$ cat src/core/sdcb_pkg.sv
package sdcb_pkg;
  // Address pin positions
  localparam int unsigned ADDR_W = 12;
  localparam int unsigned BANK_SEL_BIT = 11;
  localparam int unsigned AUTO_PRE_BIT = 10;
  localparam int unsigned COL_W = 8;
  localparam int unsigned ROW_W = 11;
  // Command pin encodings {cs_n, ras_n, cas_n, we_n}
  localparam logic [3:0] CMD_NOP = 4'h7;
  localparam logic [3:0] CMD_BST = 4'h6;
  localparam logic [3:0] CMD_READ = 4'h5;
  localparam logic [3:0] CMD_WRITE = 4'h4;
  localparam logic [3:0] CMD_ACT = 4'h3;
  localparam logic [3:0] CMD_PRE = 4'h2;
  localparam logic [3:0] CMD_REF = 4'h1;
  localparam logic [3:0] CMD_MRS = 4'h0;
  localparam logic [3:0] CMD_DESELECT_CMD = 4'hf;
  // Recovery count after self-refresh exit, in cycles
  localparam int unsigned RECOVERY_NS = 60;
  localparam int unsigned CLK_NS = 20;
  localparam logic [3:0] RECOVERY_CYC = 4'((RECOVERY_NS + CLK_NS - 1) / CLK_NS);
  // APB register offsets of the controller
  localparam logic [7:0] REG_CMD = 8'h00;
  localparam logic [7:0] REG_STATUS = 8'h04;
  localparam logic [31:0] STATUS_RESET = 32'h0000_0000;
  // Command register fields
  localparam int unsigned CKE_BIT = 16;
  localparam int unsigned CMD_LSB = 12;

  typedef enum logic [2:0] {
    SDCB_IDLE,
    SDCB_ACTIVE,
    SDCB_READ,
    SDCB_WRITE,
    SDCB_READ_AP,
    SDCB_WRITE_AP
  } sdcb_bank_t;

  typedef enum logic [2:0] {
    SDCB_MODE_NORMAL,
    SDCB_MODE_SELF_REFRESH,
    SDCB_MODE_SR_RECOVERY,
    SDCB_MODE_POWER_DOWN,
    SDCB_MODE_SUSPEND
  } sdcb_mode_t;
endpackage

$ cat src/core/sdcb_if.sv
`timescale 1ns/1ps
interface sdcb_if;
  logic cke;
  logic cs_n;
  logic ras_n;
  logic cas_n;
  logic we_n;
  logic [11:0] addr;
  modport ctrl (output cke, output cs_n, output ras_n, output cas_n, output we_n, output addr);
  modport mem (input cke, input cs_n, input ras_n, input cas_n, input we_n, input addr);
endinterface

$ cat src/core/sdcb_device.sv
// Decided for this implementation: the register addresses and the APB slave port.
`timescale 1ns/1ps
module sdcb_device (
  input wire logic I_REF_CLK,
  input wire logic I_RST,
  sdcb_if.mem bus,
  output logic [2:0] O_BANK0_STATE,
  output logic [2:0] O_BANK1_STATE,
  output logic [2:0] O_MODE,
  output logic [10:0] O_ROW0,
  output logic [10:0] O_ROW1,
  output logic [7:0] O_COL,
  output logic [11:0] O_MODE_REG,
  output logic O_REFRESH,
  output logic O_ILLEGAL
);
  sdcb_pkg::sdcb_bank_t bank_q [2];
  sdcb_pkg::sdcb_mode_t mode_q;
  logic cke_prev_q;
  logic [3:0] rec_cnt_q;
  logic [10:0] row_q [2];
  logic [7:0] col_q;
  logic [11:0] mode_reg_q;
  logic refresh_q;
  logic illegal_q;
  logic [3:0] cmd;
  logic sel;
  logic ap;
  logic both_idle;
  logic cmd_ok;

  assign cmd = {bus.cs_n, bus.ras_n, bus.cas_n, bus.we_n};
  assign sel = bus.addr[sdcb_pkg::BANK_SEL_BIT];
  assign ap = bus.addr[sdcb_pkg::AUTO_PRE_BIT];
  assign both_idle = (bank_q[0] == sdcb_pkg::SDCB_IDLE) && (bank_q[1] == sdcb_pkg::SDCB_IDLE);
  // Commands act only in normal mode with both edges enabled
  assign cmd_ok = (mode_q == sdcb_pkg::SDCB_MODE_NORMAL) && cke_prev_q;

  function automatic logic is_quiet(input logic [3:0] c);
    is_quiet = c[3] || (c[2] && c[1]);
  endfunction

  // clocked wake
  // Model of the wake: cke seen at the very edge it rises, so exit needs no prior edge.
  always_ff @(posedge I_REF_CLK) begin
    if (I_RST) begin
      cke_prev_q <= 1'b1;
    end else begin
      cke_prev_q <= bus.cke;
    end
  end

  always_ff @(posedge I_REF_CLK) begin
    if (I_RST) begin
      mode_q <= sdcb_pkg::SDCB_MODE_NORMAL;
      rec_cnt_q <= 4'h0;
    end else begin
      unique case (mode_q)
        sdcb_pkg::SDCB_MODE_NORMAL: begin
          if (cke_prev_q && !bus.cke && both_idle) begin
            if (!bus.cs_n && cmd[2:0] == sdcb_pkg::CMD_REF[2:0]) begin
              mode_q <= sdcb_pkg::SDCB_MODE_SELF_REFRESH;
            end else begin
              mode_q <= sdcb_pkg::SDCB_MODE_POWER_DOWN;
            end
          end else if (cke_prev_q && !bus.cke) begin
            mode_q <= sdcb_pkg::SDCB_MODE_SUSPEND;
          end else if (!cke_prev_q && !bus.cke && both_idle) begin
            mode_q <= sdcb_pkg::SDCB_MODE_POWER_DOWN;
          end
        end
        sdcb_pkg::SDCB_MODE_SELF_REFRESH: begin
          if (bus.cke) begin
            mode_q <= sdcb_pkg::SDCB_MODE_SR_RECOVERY;
            rec_cnt_q <= sdcb_pkg::RECOVERY_CYC;
          end
        end
        sdcb_pkg::SDCB_MODE_SR_RECOVERY: begin
          if (!bus.cke) begin
            mode_q <= sdcb_pkg::SDCB_MODE_POWER_DOWN;
          end else if (rec_cnt_q <= 4'h1) begin
            mode_q <= sdcb_pkg::SDCB_MODE_NORMAL;
            rec_cnt_q <= 4'h0;
          end else begin
            rec_cnt_q <= rec_cnt_q - 4'h1;
          end
        end
        sdcb_pkg::SDCB_MODE_POWER_DOWN: begin
          if (bus.cke) begin
            mode_q <= sdcb_pkg::SDCB_MODE_NORMAL;
          end
        end
        sdcb_pkg::SDCB_MODE_SUSPEND: begin
          if (bus.cke) begin
            mode_q <= sdcb_pkg::SDCB_MODE_NORMAL;
          end
        end
        default: mode_q <= sdcb_pkg::SDCB_MODE_NORMAL;
      endcase
    end
  end

  for (genvar b = 0; b < 2; b++) begin : g_bank
    always_ff @(posedge I_REF_CLK) begin
      if (I_RST) begin
        bank_q[b] <= sdcb_pkg::SDCB_IDLE;
        row_q[b] <= 11'h000;
      end else if (cmd_ok && bus.cke) begin
        unique case (cmd)
          sdcb_pkg::CMD_ACT: begin
            if (sel == b[0] && bank_q[b] == sdcb_pkg::SDCB_IDLE) begin
              bank_q[b] <= sdcb_pkg::SDCB_ACTIVE;
              row_q[b] <= bus.addr[sdcb_pkg::ROW_W-1:0];
            end
          end
          sdcb_pkg::CMD_READ, sdcb_pkg::CMD_WRITE: begin
            if (sel == b[0] && bank_q[b] != sdcb_pkg::SDCB_IDLE) begin
              if (cmd == sdcb_pkg::CMD_READ) begin
                bank_q[b] <= ap ? sdcb_pkg::SDCB_READ_AP : sdcb_pkg::SDCB_READ;
              end else begin
                bank_q[b] <= ap ? sdcb_pkg::SDCB_WRITE_AP : sdcb_pkg::SDCB_WRITE;
              end
            end else if (sel != b[0] && (bank_q[b] == sdcb_pkg::SDCB_READ ||
                bank_q[b] == sdcb_pkg::SDCB_WRITE)) begin
              bank_q[b] <= sdcb_pkg::SDCB_ACTIVE;
            end
          end
          sdcb_pkg::CMD_PRE: begin
            if (ap || sel == b[0]) begin
              bank_q[b] <= sdcb_pkg::SDCB_IDLE;
            end
          end
          sdcb_pkg::CMD_BST: begin
            if (bank_q[b] == sdcb_pkg::SDCB_READ || bank_q[b] == sdcb_pkg::SDCB_WRITE) begin
              bank_q[b] <= sdcb_pkg::SDCB_ACTIVE;
            end
          end
          default: begin
          end
        endcase
      end
    end
  end

  always_ff @(posedge I_REF_CLK) begin
    if (I_RST) begin
      col_q <= 8'h00;
      mode_reg_q <= 12'h000;
      refresh_q <= 1'b0;
    end else begin
      refresh_q <= 1'b0;
      if (cmd_ok && bus.cke) begin
        if (cmd == sdcb_pkg::CMD_READ || cmd == sdcb_pkg::CMD_WRITE) begin
          col_q <= bus.addr[sdcb_pkg::COL_W-1:0];
        end
        if (both_idle && cmd == sdcb_pkg::CMD_MRS) begin
          mode_reg_q <= bus.addr;
        end
        if (both_idle && cmd == sdcb_pkg::CMD_REF) begin
          refresh_q <= 1'b1;
        end
      end
    end
  end

  // Flags commands the controller must never present
  always_ff @(posedge I_REF_CLK) begin
    if (I_RST) begin
      illegal_q <= 1'b0;
    end else begin
      illegal_q <= 1'b0;
      if (mode_q == sdcb_pkg::SDCB_MODE_SR_RECOVERY && !is_quiet(cmd)) begin
        illegal_q <= 1'b1;
      end
      if (mode_q == sdcb_pkg::SDCB_MODE_SELF_REFRESH && bus.cke && !is_quiet(cmd)) begin
        illegal_q <= 1'b1;
      end
      if (cmd_ok && bus.cke && !both_idle && !bus.cs_n && cmd[2:1] == 2'h0) begin
        illegal_q <= 1'b1;
      end
    end
  end

  assign O_BANK0_STATE = bank_q[0];
  assign O_BANK1_STATE = bank_q[1];
  assign O_MODE = mode_q;
  assign O_ROW0 = row_q[0];
  assign O_ROW1 = row_q[1];
  assign O_COL = col_q;
  assign O_MODE_REG = mode_reg_q;
  assign O_REFRESH = refresh_q;
  assign O_ILLEGAL = illegal_q;
endmodule

$ cat src/flat_wrapper.sv
// flat-port wrapper written by rule: the top's interface ports become plain ports
module sdcb_device_flat 
  (I_REF_CLK, I_RST, O_BANK0_STATE, O_BANK1_STATE, O_MODE, O_ROW0, O_ROW1, O_COL, O_MODE_REG, O_REFRESH, O_ILLEGAL, bus_cke, bus_cs_n, bus_ras_n, bus_cas_n, bus_we_n, bus_addr);
  sdcb_if bus_i ();
  input wire logic I_REF_CLK;
  input wire logic I_RST;
  output logic [2:0] O_BANK0_STATE;
  output logic [2:0] O_BANK1_STATE;
  output logic [2:0] O_MODE;
  output logic [10:0] O_ROW0;
  output logic [10:0] O_ROW1;
  output logic [7:0] O_COL;
  output logic [11:0] O_MODE_REG;
  output logic O_REFRESH;
  output logic O_ILLEGAL;
  input wire logic [$bits(bus_i.cke)-1:0] bus_cke;
  input wire logic [$bits(bus_i.cs_n)-1:0] bus_cs_n;
  input wire logic [$bits(bus_i.ras_n)-1:0] bus_ras_n;
  input wire logic [$bits(bus_i.cas_n)-1:0] bus_cas_n;
  input wire logic [$bits(bus_i.we_n)-1:0] bus_we_n;
  input wire logic [$bits(bus_i.addr)-1:0] bus_addr;
  assign bus_i.cke = bus_cke;
  assign bus_i.cs_n = bus_cs_n;
  assign bus_i.ras_n = bus_ras_n;
  assign bus_i.cas_n = bus_cas_n;
  assign bus_i.we_n = bus_we_n;
  assign bus_i.addr = bus_addr;
  sdcb_device u_core (.I_REF_CLK(I_REF_CLK), .I_RST(I_RST), .bus(bus_i), .O_BANK0_STATE(O_BANK0_STATE), .O_BANK1_STATE(O_BANK1_STATE), .O_MODE(O_MODE), .O_ROW0(O_ROW0), .O_ROW1(O_ROW1), .O_COL(O_COL), .O_MODE_REG(O_MODE_REG), .O_REFRESH(O_REFRESH), .O_ILLEGAL(O_ILLEGAL));
endmodule
$ cat config.mk
export PLATFORM = sky130hd
export DESIGN_NAME = sdcb_device_flat
export DESIGN_NICKNAME = d
export VERILOG_FILES = /design/src/core/sdcb_pkg.sv /design/src/core/sdcb_if.sv /design/src/core/sdcb_device.sv /design/src/flat_wrapper.sv
export SDC_FILE = /design/constraint.sdc
export NUM_CORES = 1
export LEC_CHECK = 0
export ABC_AREA = 1
export CAP_MARGIN = 30
export CORE_MARGIN = 3
export CORE_UTILIZATION = 45
export CTS_BUF_LIST = sky130_fd_sc_hd__clkbuf_8
export CTS_CLUSTER_SIZE = 16
export DETAILED_ROUTE_END_ITERATION = 7
export DONT_BUFFER_PORTS = 1
export MAX_ROUTING_LAYER = met4
export PLACE_DENSITY_LB_ADDON = 0.08
export SLEW_MARGIN = 30
export SYNTH_ARGS = -nofsm -noshare
export SYNTH_HDL_FRONTEND = slang
export SYNTH_SLANG_ARGS = --single-unit
$ cat constraint.sdc
create_clock -name I_REF_CLK -period 2.4 [get_ports I_REF_CLK]
set_clock_uncertainty 0.05 [all_clocks]
set_input_delay 0.48 -clock I_REF_CLK [delete_from_list [all_inputs] [get_ports I_REF_CLK]]
set_output_delay 0.48 -clock I_REF_CLK [all_outputs]
set_load 0.02 [all_outputs]
## Yosys cells after proc, flatten, opt, wreduce, memory -nomap -nowiden

Memories as Yosys holds them, arrays and structs flattened.
Cells that the tools add are included.

- Word-level logic and storage cells: 195
- Output and inout port bits: 53
- Memories kept: 2
- Memory bits (writable): 28
- Flip-flop bits (word level): 30

Memory list:

| name | depth | bits a word | read ports | clocked after memory_dff | write ports | line | source |
|---|---|---|---|---|---|---|---|
| u_core.row_q | 2 | 11 | 2 | 0 | 2 | sdcb_device.sv:21 | `logic [10:0] row_q [2];` |
| u_core.bank_q | 2 | 3 | 2 | 0 | 2 | sdcb_device.sv:17 | `sdcb_pkg::sdcb_bank_t bank_q [2];` |

- Multiplexer cells: 99
- $lt $le $gt $ge: 1
- Reduce and logical (&&, ||, !) cells: 49
- Equal/unequal tests: 20
- Add/subtract/negate cells: 1
- Bitwise gates (word level): 16

Operator list:

| operator | number |
|---|---|
| $mux 1 | 70 |
| $mux 3 | 21 |
| $logic_and 1x1->1 | 23 |
| $mux 11 | 2 |
| $eq 3x2->1 const B | 6 |
| $or 1x1->1 | 14 |
| $eq 4x3->1 const B | 3 |
| $mux 4 | 3 |
| $pmux 3 s4 | 1 |
| $logic_not 3->1 | 3 |
| $eq 4x2->1 const B | 2 |
| $pmux 4 s2 | 1 |
| $eq 3x1->1 const B | 2 |
| $logic_or 1x1->1 | 6 |
| $reduce_bool 3->1 | 2 |
| $reduce_or 2->1 | 3 |
| $logic_not 1->1 | 5 |
| $eq 4x1->1 const B | 1 |
| $le 4x1->1 const B | 1 |
| $logic_not 4->1 | 1 |
| $ne 2x2->1 const B | 2 |
| $ne 4x4->1 const B | 1 |
| $reduce_and 2->1 | 2 |
| $reduce_and 4->1 | 1 |
| other kinds (9) | 10 |

## Logic depth before layout (Yosys ltp)

Gate-level depths: netlist of run 1.
An unclocked memory read counts as a cell.

- Depth after elaboration: 14
- Depth in mapped cells: 10
- Depth with buffers taken out: 10

## Least setup slack after synthesis of run 1

No wires, ideal clock.

- Path kind: input to register
- Start: in bus_ras_n
- End: mem u_core.bank_q[0][0] (netlist name) (enable)
- Data required time: 2.048 ns
- Data arrival time: 1.496 ns
- Setup time: 0.302 ns
- Slack: 0.552 ns
- Stages on the path: 7
- Cells stage by stage: nor2_1 -> nand3_1 -> nor2_2 -> nand2_1 -> nand2_1 -> nor2b_1 -> nand2_1

RTL lines:

| element | line | source |
|---|---|---|
| start, declared | flat_wrapper.sv:18 | `input wire logic [$bits(bus_i.ras_n)-1:0] bus_ras_n;` |
| end, declared | sdcb_device.sv:17 |  |

==> results of run 1 <==
==> logic make-up (layout without fill, tap and decap cells) <==
| logic type | Yosys count | count (layout) |
|---|---|---|
| DFF | 58 | 58 |
| and+or+nand+nor | 161 | 161 |
| AOI/OAI and AO/OA | 43 | 43 |
| xor gates and xnor gates | 1 | 1 |
| adders and majority gates | 2 | 2 |
| buffers and inverters | 48 | 59 |
==> through the flow <==
stage	util (%)	hold WS [ps]	power [W]
after floorplan	-	389	0.00156
after global placement	47.9	398	0.00164
after detailed placement	47.9	404	0.00164
after CTS	51.4	141	0.00252
after global routing	51.4	143	0.00264
final	51.4	159	0.00250
==> synth_stat cells, types with 2 or more instances <==
cell	instances	area share, %
nor2_1	76	11
buf_2	4	0.77
buf_6	2	0.86
o21ai_0	14	2.7
nor2_2	3	0.72
edfxtp_1	28	32
a21oi_1	18	3.5
nand4_1	6	1.4
nand2_1	49	7.1
nor2_4	2	0.86
dfxtp_1	30	23
clkbuf_1	2	0.29
inv_2	3	0.43
nor3_1	3	0.58
nand3_1	14	2.7
inv_1	35	5.0
ha_1	2	0.96
o21ai_1	10	1.9
==> layout make-up <==
| type | count | area [um2] |
|---|---|---|
| sequential | 58 | 1440 |
| multi-input combinational | 207 | 961 |
| fill | 545 | 2710 |
| timing repair buffer | 4 | 30.0 |
| clock inverter | 6 | 57.6 |
| tap | 72 | 90.1 |
| clock buffer | 10 | 138 |
| inverter | 39 | 148 |
==> state kept, by name (all words and copies together), names as in the netlist <==
name	cells
u_core.cke_prev_q	1
u_core.bank_q	6
u_core.O_ILLEGAL	1
u_core.O_MODE_REG	12
u_core.O_MODE	3
u_core.O_REFRESH	1
u_core.rec_cnt_q	4
u_core.O_COL	8
u_core.row_q	22
==> cells in the final DEF, fill, tap and decap left out, drive strengths merged, types with 2 or more instances in the layout <==
master	instances
dfxtp	30
nor2	81
nor3	4
nand2	50
buf	4
nand3	14
nand4	7
a21oi	18
clkinv	5
o21ai	24
ha	2
edfxtp	28
clkbuf	10
inv	39
==> worst max path at each step <==
| stage | from | to | slack [ps] | cells past startpoint |
|---|---|---|---|---|
| 2_1_floorplan | bus_ras_n | u_core.bank_q[0][0] | 550 | 7 |
| 3_3_place_gp | bus_ras_n | u_core.row_q[1][8] | 490 | 5 |
| 3_5_place_dp | bus_ras_n | u_core.row_q[1][9] | 470 | 5 |
| 4_1_cts | u_core.O_MODE[0] | u_core.bank_q[1][2] | 540 | 7 |
| 5_1_grt | u_core.bank_q[0][1] | u_core.O_MODE_REG[10] | 320 | 9 |
| 6_report | u_core.O_MODE[0] | u_core.bank_q[1][1] | 550 | 7 |
==> layer usage <==
| layer | wire length, um | global-route usage, % |
|---|---|---|
| met4 | 95 | 10.3 |
| met1 | 3040 | 28.0 |
| met3 | 470 | 6.51 |
| met2 | 2270 | 22.9 |
| met5 | 0 | - |
==> where the power goes <==
group	internal [W]	switching, W
clock	0.000500	0.000379
combinational	0.000136	0.000266
sequential	0.00110	0.000121
==> results.yml, run 1 <==
status:
  status: "finished, final reports clean"
logic_synthesis:
  syn_area_um2: 2610
  yosysSeqAreaShare_pct: 55.3
  async_flop_share_pct: 0
  syn_nets: 334
  syn_area_per_cell_um2: 8.33
  synth_seq_cells: 58
  yosysWarnings: 0
  synth_edf_count: 28
  synthMuxAreaShare_pct: 0
  synth_compound_area_share_pct: 8.35
  synth.distinct_cells: 30
  synth-simple-area-share_pct: 27.2
  synth_xor_area_share_pct: 0.336
  synth_adder_area_share_pct: 0.960
  synth_top_family_by_area: "simple AND/OR/NAND/NOR gates"
  synthFlopType: "dfxtp_1"
  synthCells: 313
drt:
  viasPerCell: 5.03
  first_pass_iters: 4
  num_vias: 1991
  wire_per_inst_um: 14.8
  finalWirelength_um: 5880
  drc: 0
  drt_iter0_drc: 182
  postRouteAntennaNets: 0
cells_and_area:
  n_antenna_cell: 0
  finalInstanceArea_um2: 2870
  area_delta_synth_final_pct: 9.88
  finalNetCount: 340
  layout.cells.non_filler: 396
  layout-drive-gt1-share_pct: 9.88
hold_path:
  hold_path_end: "u_core.O_MODE[1]"
  hold_depth: 1
  worstHoldStart: "I_RST"
  hold_class: "in2reg"
critical_path:
  crit_required_ps: 2380
  worst-path-buf-inv: 0
  crit_family: "simple AND/OR/NAND/NOR gates"
  r2r_end: "u_core.bank_q[1][1]"
  reg2reg_depth: 7
  path_cells: "nor2_4 > nand4_4 > nor2_4 > nand2_1 > nand3_1 > nor2_1 > nand2_1"
  endpoint_kind: "flop"
  cp_slowest_cell: "dfxtp_1"
  cp.arrival_ps: 1830
  startpoint_type: "flop"
  reg2reg_slack_ps: 550
  crit_type: "reg2reg"
  max_stage_delay_ps: 450
  crit_path_max_fanout: 18
  r2r_start: "u_core.O_MODE[0]"
sta:
  final-hold-violation-count: 0
  layout_min_cycle_time_ps: 1850
  slew_headroom_pct: 69.2
  setup_viol: 0
  fmax_mhz: 540
  slew_violations: 0
  tns_ps: 0
  setup_slack_ps: 547
  post-route-period-util_pct: 77.2
  rsz0062_at_grt: "false"
  tightest_slew_ps: 461
clocking:
  cts.sinks: 58
  clk_transition_reported_paths_ps: 70
  postCtsSetupBuffers: 0
  cts_root_buf: "clkbuf_8"
  cts_max_path_buffers: 2
  numCtsBuffers: 9
  cts-hold-fix-buffers: 0
  htreeDepth: 3
  cts_resized: 0
  cts_tree: "yes"
  clock_latency_ps: 330
pwr:
  ir_worst_vdd_mv: 0.397
  power_leakage_nw: 1.24
  cellPowerDensity_nw_per_um2: 873
global_route:
  grt_max_degree: 19
  track_usage_pct: 19.3
  grt_pass1_wl_um: 9250
  grt_overflow_total: 0
  grt_pass1_vias: 1844
  antenna_found_initial: 0
die:
  core-area_um2: 5570
  die_area_um2: 6740
  chipHeight_um: 82.1
  die_w_um: 82.1
  rows: 27
  num_io_pins: 72
  initial_core_util_pct: 46.8
placed_design:
  dpl.hpwl_um: 4390
  gp_congestion: 0.823
  placed_area_um2: 2670
  port_buffers: 0
  place_ws_ps: 467
  dp_cells: 380
job:
  cap_violations: 0
(Power assumes the default switching activity.)
==> inputs of run 2 (changes only) <==
--- a/config.mk
+++ b/config.mk
@@ -5,7 +5,7 @@
 export SDC_FILE = /design/constraint.sdc
 export NUM_CORES = 1
 export LEC_CHECK = 0
-export ABC_AREA = 1
+export ABC_AREA = 0
 export CAP_MARGIN = 30
 export CORE_MARGIN = 3
 export CORE_UTILIZATION = 45
==> constraint.sdc (replaced) <==
create_clock -name I_REF_CLK -period 1.65 [get_ports I_REF_CLK]
set_clock_uncertainty 0.05 [all_clocks]
set_input_delay 0.33 -clock I_REF_CLK [delete_from_list [all_inputs] [get_ports I_REF_CLK]]
set_output_delay 0.33 -clock I_REF_CLK [all_outputs]
set_load 0.02 [all_outputs]
==> results.yml, run 2 <==
status:
  status: "finished with violations"
  violations: "setup timing"
logic_synthesis:
  synth_top_area_share_pct: 32.7
  synthTopCellsByCount: "dfxtp_1 (30), nand2_1 (30), edfxtp_1 (28), nor2_1 (24)"
  async_flop_share_pct: 0
  synthFlopType: "dfxtp_1"
  synthCells: 251
  yosysWarnings: 0
  yosysSeqAreaShare_pct: 56.1
  synth_top_area_cell: "edfxtp_1"
  synth.area.top_cells: "edfxtp_1 (33%), dfxtp_1 (23%), and2_1 (4.9%), nand2_1 (4.4%), a21oi_1 (3.9%)"
  synth_seq_cells: 58
  syn_area_um2: 2570
  syn_nets: 272
  syn_area_per_cell_um2: 10.2
  synth.distinct_cells: 49
  synth_edf_count: 28
global_route:
  grt_overflow_total: 0
  grt_use_met2_pct: 30.2
  antenna_found_initial: 0
  grt_pass1_wl_um: 9990
  track_usage_pct: 20.9
  use_met3_pct: 5.59
  grt-busiest-layer: "met2"
  grt_use_met1_pct: 28.2
  grt_pass1_vias: 1888
  grt_max_degree: 40
drt:
  wire_per_inst_um: 17.9
  num_vias: 2004
  viasPerCell: 5.37
  finalWirelength_um: 6680
  drt_iter0_drc: 130
  first_pass_iters: 4
  postRouteAntennaNets: 0
  drc: 0
cells_and_area:
  n_antenna_cell: 0
  finalNetCount: 319
  final_common_cell: "buf_4"
  layout.cells.non_filler: 373
  layout-drive-gt1-share_pct: 38.0
  final_cell_mix: "buf_4 (33), dfxtp_1 (29), edfxtp_1 (28), nor2_1 (22), nand2_1 (21)"
  largest_register: "u_core.row_q"
  largest_register_ffs: 22
  area_delta_synth_final_pct: 32.6
sta:
  slew_headroom_pct: 75.6
  tightest_slew_ps: 357
  layout_min_cycle_time_ps: 1950
  slew_violations: 0
  setup_viol: 63
  worst_hold_slack_ps: 24.7
  final-hold-violation-count: 0
  rsz0062_at_grt: "true"
  fmax_mhz: 513
  setup_slack_ps: -299
  post-route-period-util_pct: 118
clocking:
  cts.sinks: 58
  htreeDepth: 3
  clock_latency_ps: 320
  cts_tree: "yes"
  cts_max_path_buffers: 2
  clk_transition_reported_paths_ps: 70
  numCtsBuffers: 9
  cts_root_buf: "clkbuf_8"
die:
  rows: 26
  die_w_um: 81.6
  core-area_um2: 5300
  initial_core_util_pct: 48.5
  num_io_pins: 72
  die_area_um2: 6650
  chipHeight_um: 81.6
pwr:
  cellPowerDensity_nw_per_um2: 1010
  finalPower_w: 0.00343
  ir_worst_vdd_mv: 0.854
  power_switching_w: 0.00102
  pwr-share-comb_pct: 19.1
  p_int_w: 0.00242
  power_leakage_nw: 1.25
  swShare_pct: 29.6
  pwr-share-seq_pct: 48.4
  p_clk_share_pct: 32.4
placed_design:
  port_buffers: 0
  dpl.hpwl_um: 4190
  dp_cells: 342
  gp_congestion: 0.840
job:
  cap_violations: 0
critical_path:
  startpoint_type: "flop"
  crit_type: "reg2reg"
  cp.arrival_ps: 2120
  endpoint_kind: "flop"
  crit_required_ps: 1820
  crit_path_max_fanout: 6
hold_path:
  hold_class: "in2reg"
run 2: changes by cell type after synthesis, sizes merged, moves of 7 or more:
cell	delta
nand4	-7
mux2i	+9
nand2	-20
and2	+19
nor2	-54
inv	-34
o21ai	-17
run 2: cell families after synthesis:
family                     Yosys count  synth area share [%]
DFF                                 58                  56.1
AOI/OAI and AO/OA                   41                  9.69
adders and majority gates            2                 0.974
muxes                                9                  3.51
buffers and inverters               16                  2.58
xor gates and xnor gates             1                 0.341
and+or+nand+nor                    124                  26.8
run 2: layout make-up:
type / instances / area (um2)
timing repair buffer: 44 / 370
fill: 421 / 1900
inverter: 4 / 15.0
sequential: 58 / 1440
multi-input combinational: 181 / 1320
clock inverter: 7 / 45.0
clock buffer: 9 / 124
tap: 70 / 87.6
run 2: critical path, stage by stage, from the launching register on:
cell,delay [ps]
edfxtp_1,430
buf_6,150
nor3_4,170
buf_6,140
nand2_4,60
buf_4,140
or4_4,540
nand2_1,100
a21oi_1,60
run 2: worst paths after layout:
| kind | slack (ps) | from | depth (start not counted) | to |
|---|---|---|---|---|
| worst max-delay path | -300 | u_core.bank_q[0][1] | 8 | u_core.O_MODE_REG[3] |
| worst min-delay path | 20 | I_RST | 1 | u_core.O_MODE_REG[7] |
| worst max register to register | -300 | u_core.bank_q[0][1] | 8 | u_core.O_MODE_REG[3] |
| worst min register to register | 510 | u_core.O_MODE_REG[5] | 2 | u_core.O_MODE_REG[5] |
run 2: what timing repair did:
item	in CTS	in global routing
gates resized for setup	15	47
pin swaps	3	37
hold buffers	0	1
endpoints found under the hold margin	0	1
buffers inserted	2	9
setup endpoints to repair	64	75
gates cloned	3	2
run 2: per-stage QoR:
stage          TNS [ps]  instance area [um2]  setup slack, ps  util (%)
3_5_place_dp     -10590                 2890             -267      54.5
5_1_grt          -16680                 3410             -357      64.3
2_1_floorplan    -11030                 2620             -407         -
4_1_cts          -11830                 3160             -258      59.5
6_report         -11840                 3410             -299      64.3
3_3_place_gp      -8920                 2890             -220      54.5
run 2: power by group through the flow:
stage	registers, W	logic [W]	clock network (W)
after CTS	0.00166	0.000604	0.00113
after global routing	0.00167	0.000727	0.00119
final	0.00166	0.000657	0.00111
after floorplan	0.00172	0.000384	0
after global placement	0.00169	0.000568	0
after detailed placement	0.00169	0.000574	0
run 2: layer usage:
metal / share of wire, % / up-vias
met5: 0 / -
met4: 1.2 / 0
met1: 45 / 947
met2: 49 / 51
met3: 5.3 / 10
li1: - / 996
==> inputs of run 3 (changes only) <==
--- a/config.mk
+++ b/config.mk
@@ -15,6 +15,7 @@
 export DONT_BUFFER_PORTS = 1
 export MAX_ROUTING_LAYER = met4
 export PLACE_DENSITY_LB_ADDON = 0.08
+export SETUP_SLACK_MARGIN = 0.5
 export SLEW_MARGIN = 30
 export SYNTH_ARGS = -nofsm -noshare
 export SYNTH_HDL_FRONTEND = slang
==> results.yml, run 3 (synthesis results as in run 2) <==
global_route:
  track_usage_pct: 21.8
  use_met3_pct: 6.14
  grt_max_degree: 41
  grt-busiest-layer: "met2"
  grt_overflow_total: 0
  grt_pass1_vias: 1970
  grt_use_met2_pct: 33.2
  grt_pass1_wl_um: 10200
  grt_use_met1_pct: 26.9
  antenna_found_initial: 0
drt:
  finalWirelength_um: 7360
  drt_iter0_drc: 108
  drc: 0
  viasPerCell: 5.58
  num_vias: 2138
  wire_per_inst_um: 19.2
  postRouteAntennaNets: 0
  first_pass_iters: 4
hold_path:
  hold_class: "in2reg"
  hold_depth: 1
  worstHoldStart: "I_RST"
  hold_path_end: "u_core.rec_cnt_q[1]"
sta:
  setup_slack_ps: -334
  fmax_mhz: 504
  rsz0062_at_grt: "true"
  slew_headroom_pct: 75.8
  final-hold-violation-count: 0
  tightest_slew_ps: 354
  tns_ps: -12420
  layout_min_cycle_time_ps: 1980
  post-route-period-util_pct: 120
  setup_viol: 64
  slew_violations: 0
placed_design:
  dpl.hpwl_um: 4400
  port_buffers: 0
  gp_congestion: 0.843
  dp_cells: 340
critical_path:
  r2r_start: "u_core.bank_q[0][0]"
  endpoint_kind: "flop"
  crit_type: "reg2reg"
  startpoint_type: "flop"
  crit_family: "simple AND/OR/NAND/NOR gates"
  cp.arrival_ps: 1960
  path_cells: "or3_4 > or4_4 > nand2b_4 > nand4b_1"
  r2r_end: "u_core.bank_q[0][1]"
  reg2reg_slack_ps: -330
  reg2reg_depth: 4
  cp_slowest_cell: "or4_4"
  worst-path-buf-inv: 0
  max_stage_delay_ps: 490
  crit_required_ps: 1630
  crit_path_max_fanout: 4
cells_and_area:
  multi_input_area_um2: 1340
  fillCellCount: 379
  final_cell_mix: "nand2_1 (30), edfxtp_1 (28), buf_4 (27), dfxtp_2 (23), nor2_1 (20)"
  layout-drive-gt1-share_pct: 47.0
  largest_register: "u_core.row_q"
  n_antenna_cell: 0
  area_delta_synth_final_pct: 46.1
  layout.cells.non_filler: 383
  largest_register_ffs: 22
  seqCellArea_um2: 1490
  final_common_cell: "nand2_1"
  finalNetCount: 329
clocking:
  numCtsBuffers: 9
  clk_transition_reported_paths_ps: 70
  cts_root_buf: "clkbuf_8"
  cts_max_path_buffers: 2
  clock_latency_ps: 330
  htreeDepth: 3
  cts.sinks: 58
  cts_tree: "yes"
job:
  cap_violations: 0
status:
  violations: "setup timing"
  status: "finished with violations"
pwr:
  ir_worst_vdd_mv: 0.922
  cellPowerDensity_nw_per_um2: 1150
  power_leakage_nw: 1.39
die:
  die_area_um2: 6650
  die_w_um: 81.6
  rows: 26
  num_io_pins: 72
  chipHeight_um: 81.6
  core-area_um2: 5300
  initial_core_util_pct: 48.5
run 3: cell types whose count changed in the layout (fill, tap and decap cells not counted), sizes merged:
| cell | delta |
|---|---|
| nor2 | -1 |
| dlygate4sd3 | +3 |
| buf | +6 |
| bufinv | +2 |
| or4 | -1 |
| clkinvlp | -2 |
| bufbuf | +3 |
run 3: final cells by class:
class / instances / area share [%]
clock buffers: 9 / 3.30
clock inverters: 7 / 2.27
inverters: 4 / 0.400
multi-input cells: 179 / 35.7
flip-flops and latches: 58 / 39.6
well taps: 70 / 2.33
repair buffers: 56 / 16.5
run 3: how the worst max path moves through the flow:
stage                        startpoint              endpoint  depth (start not counted)
finish              u_core.bank_q[0][0]   u_core.bank_q[0][1]                          4
global route        u_core.bank_q[0][1]  u_core.O_MODE_REG[6]                          8
CTS                 u_core.bank_q[0][0]   u_core.bank_q[0][1]                          4
detailed placement  u_core.bank_q[0][0]   u_core.bank_q[0][0]                          4
global placement    u_core.bank_q[0][0]   u_core.bank_q[0][0]                          4
floorplan           u_core.bank_q[0][0]   u_core.bank_q[0][0]                          4
run 3: power breakdown:
group          switching (W)  total (W)  internal [W]
combinational       0.000514    0.00122      0.000710
sequential          0.000103    0.00170       0.00159
clock               0.000560    0.00139      0.000834
run 3: repair_timing:
action / CTS / global route
buffers inserted: 6 / 12
cloned: 5 / 0
endpoints found under the hold margin: 12 / 1
setup endpoints to repair: 137 / 119
pin swaps: 15 / 20
gates resized for setup: 61 / 38
run 3: routing by layer:
layer,up-vias,wire [um]
met5,-,0
met4,0,141
met3,14,524
met2,90,3720
met1,1017,2980
li1,1017,-
run 3: metrics by stage:
stage	hold WS [ps]	util, %	instance area, um2	worst slack (ps)	total power, W
final	11.0	70.8	3750	-334	0.00431
after global routing	4.33	70.8	3750	-385	0.00445
after CTS	-7.67	65.5	3480	-306	0.00403
after detailed placement	353	55.2	2930	-299	0.00231
after global placement	353	55.2	2930	-245	0.00230
after floorplan	409	-	2710	-407	0.00217
run 3: worst reg2reg max path, delay by kind of cell, from the launching register on:
| family | cells | cell delay, ps |
|---|---|---|
| AND/OR/NAND/NOR | 4 | 1210 |
| flip-flops | 1 | 430 |
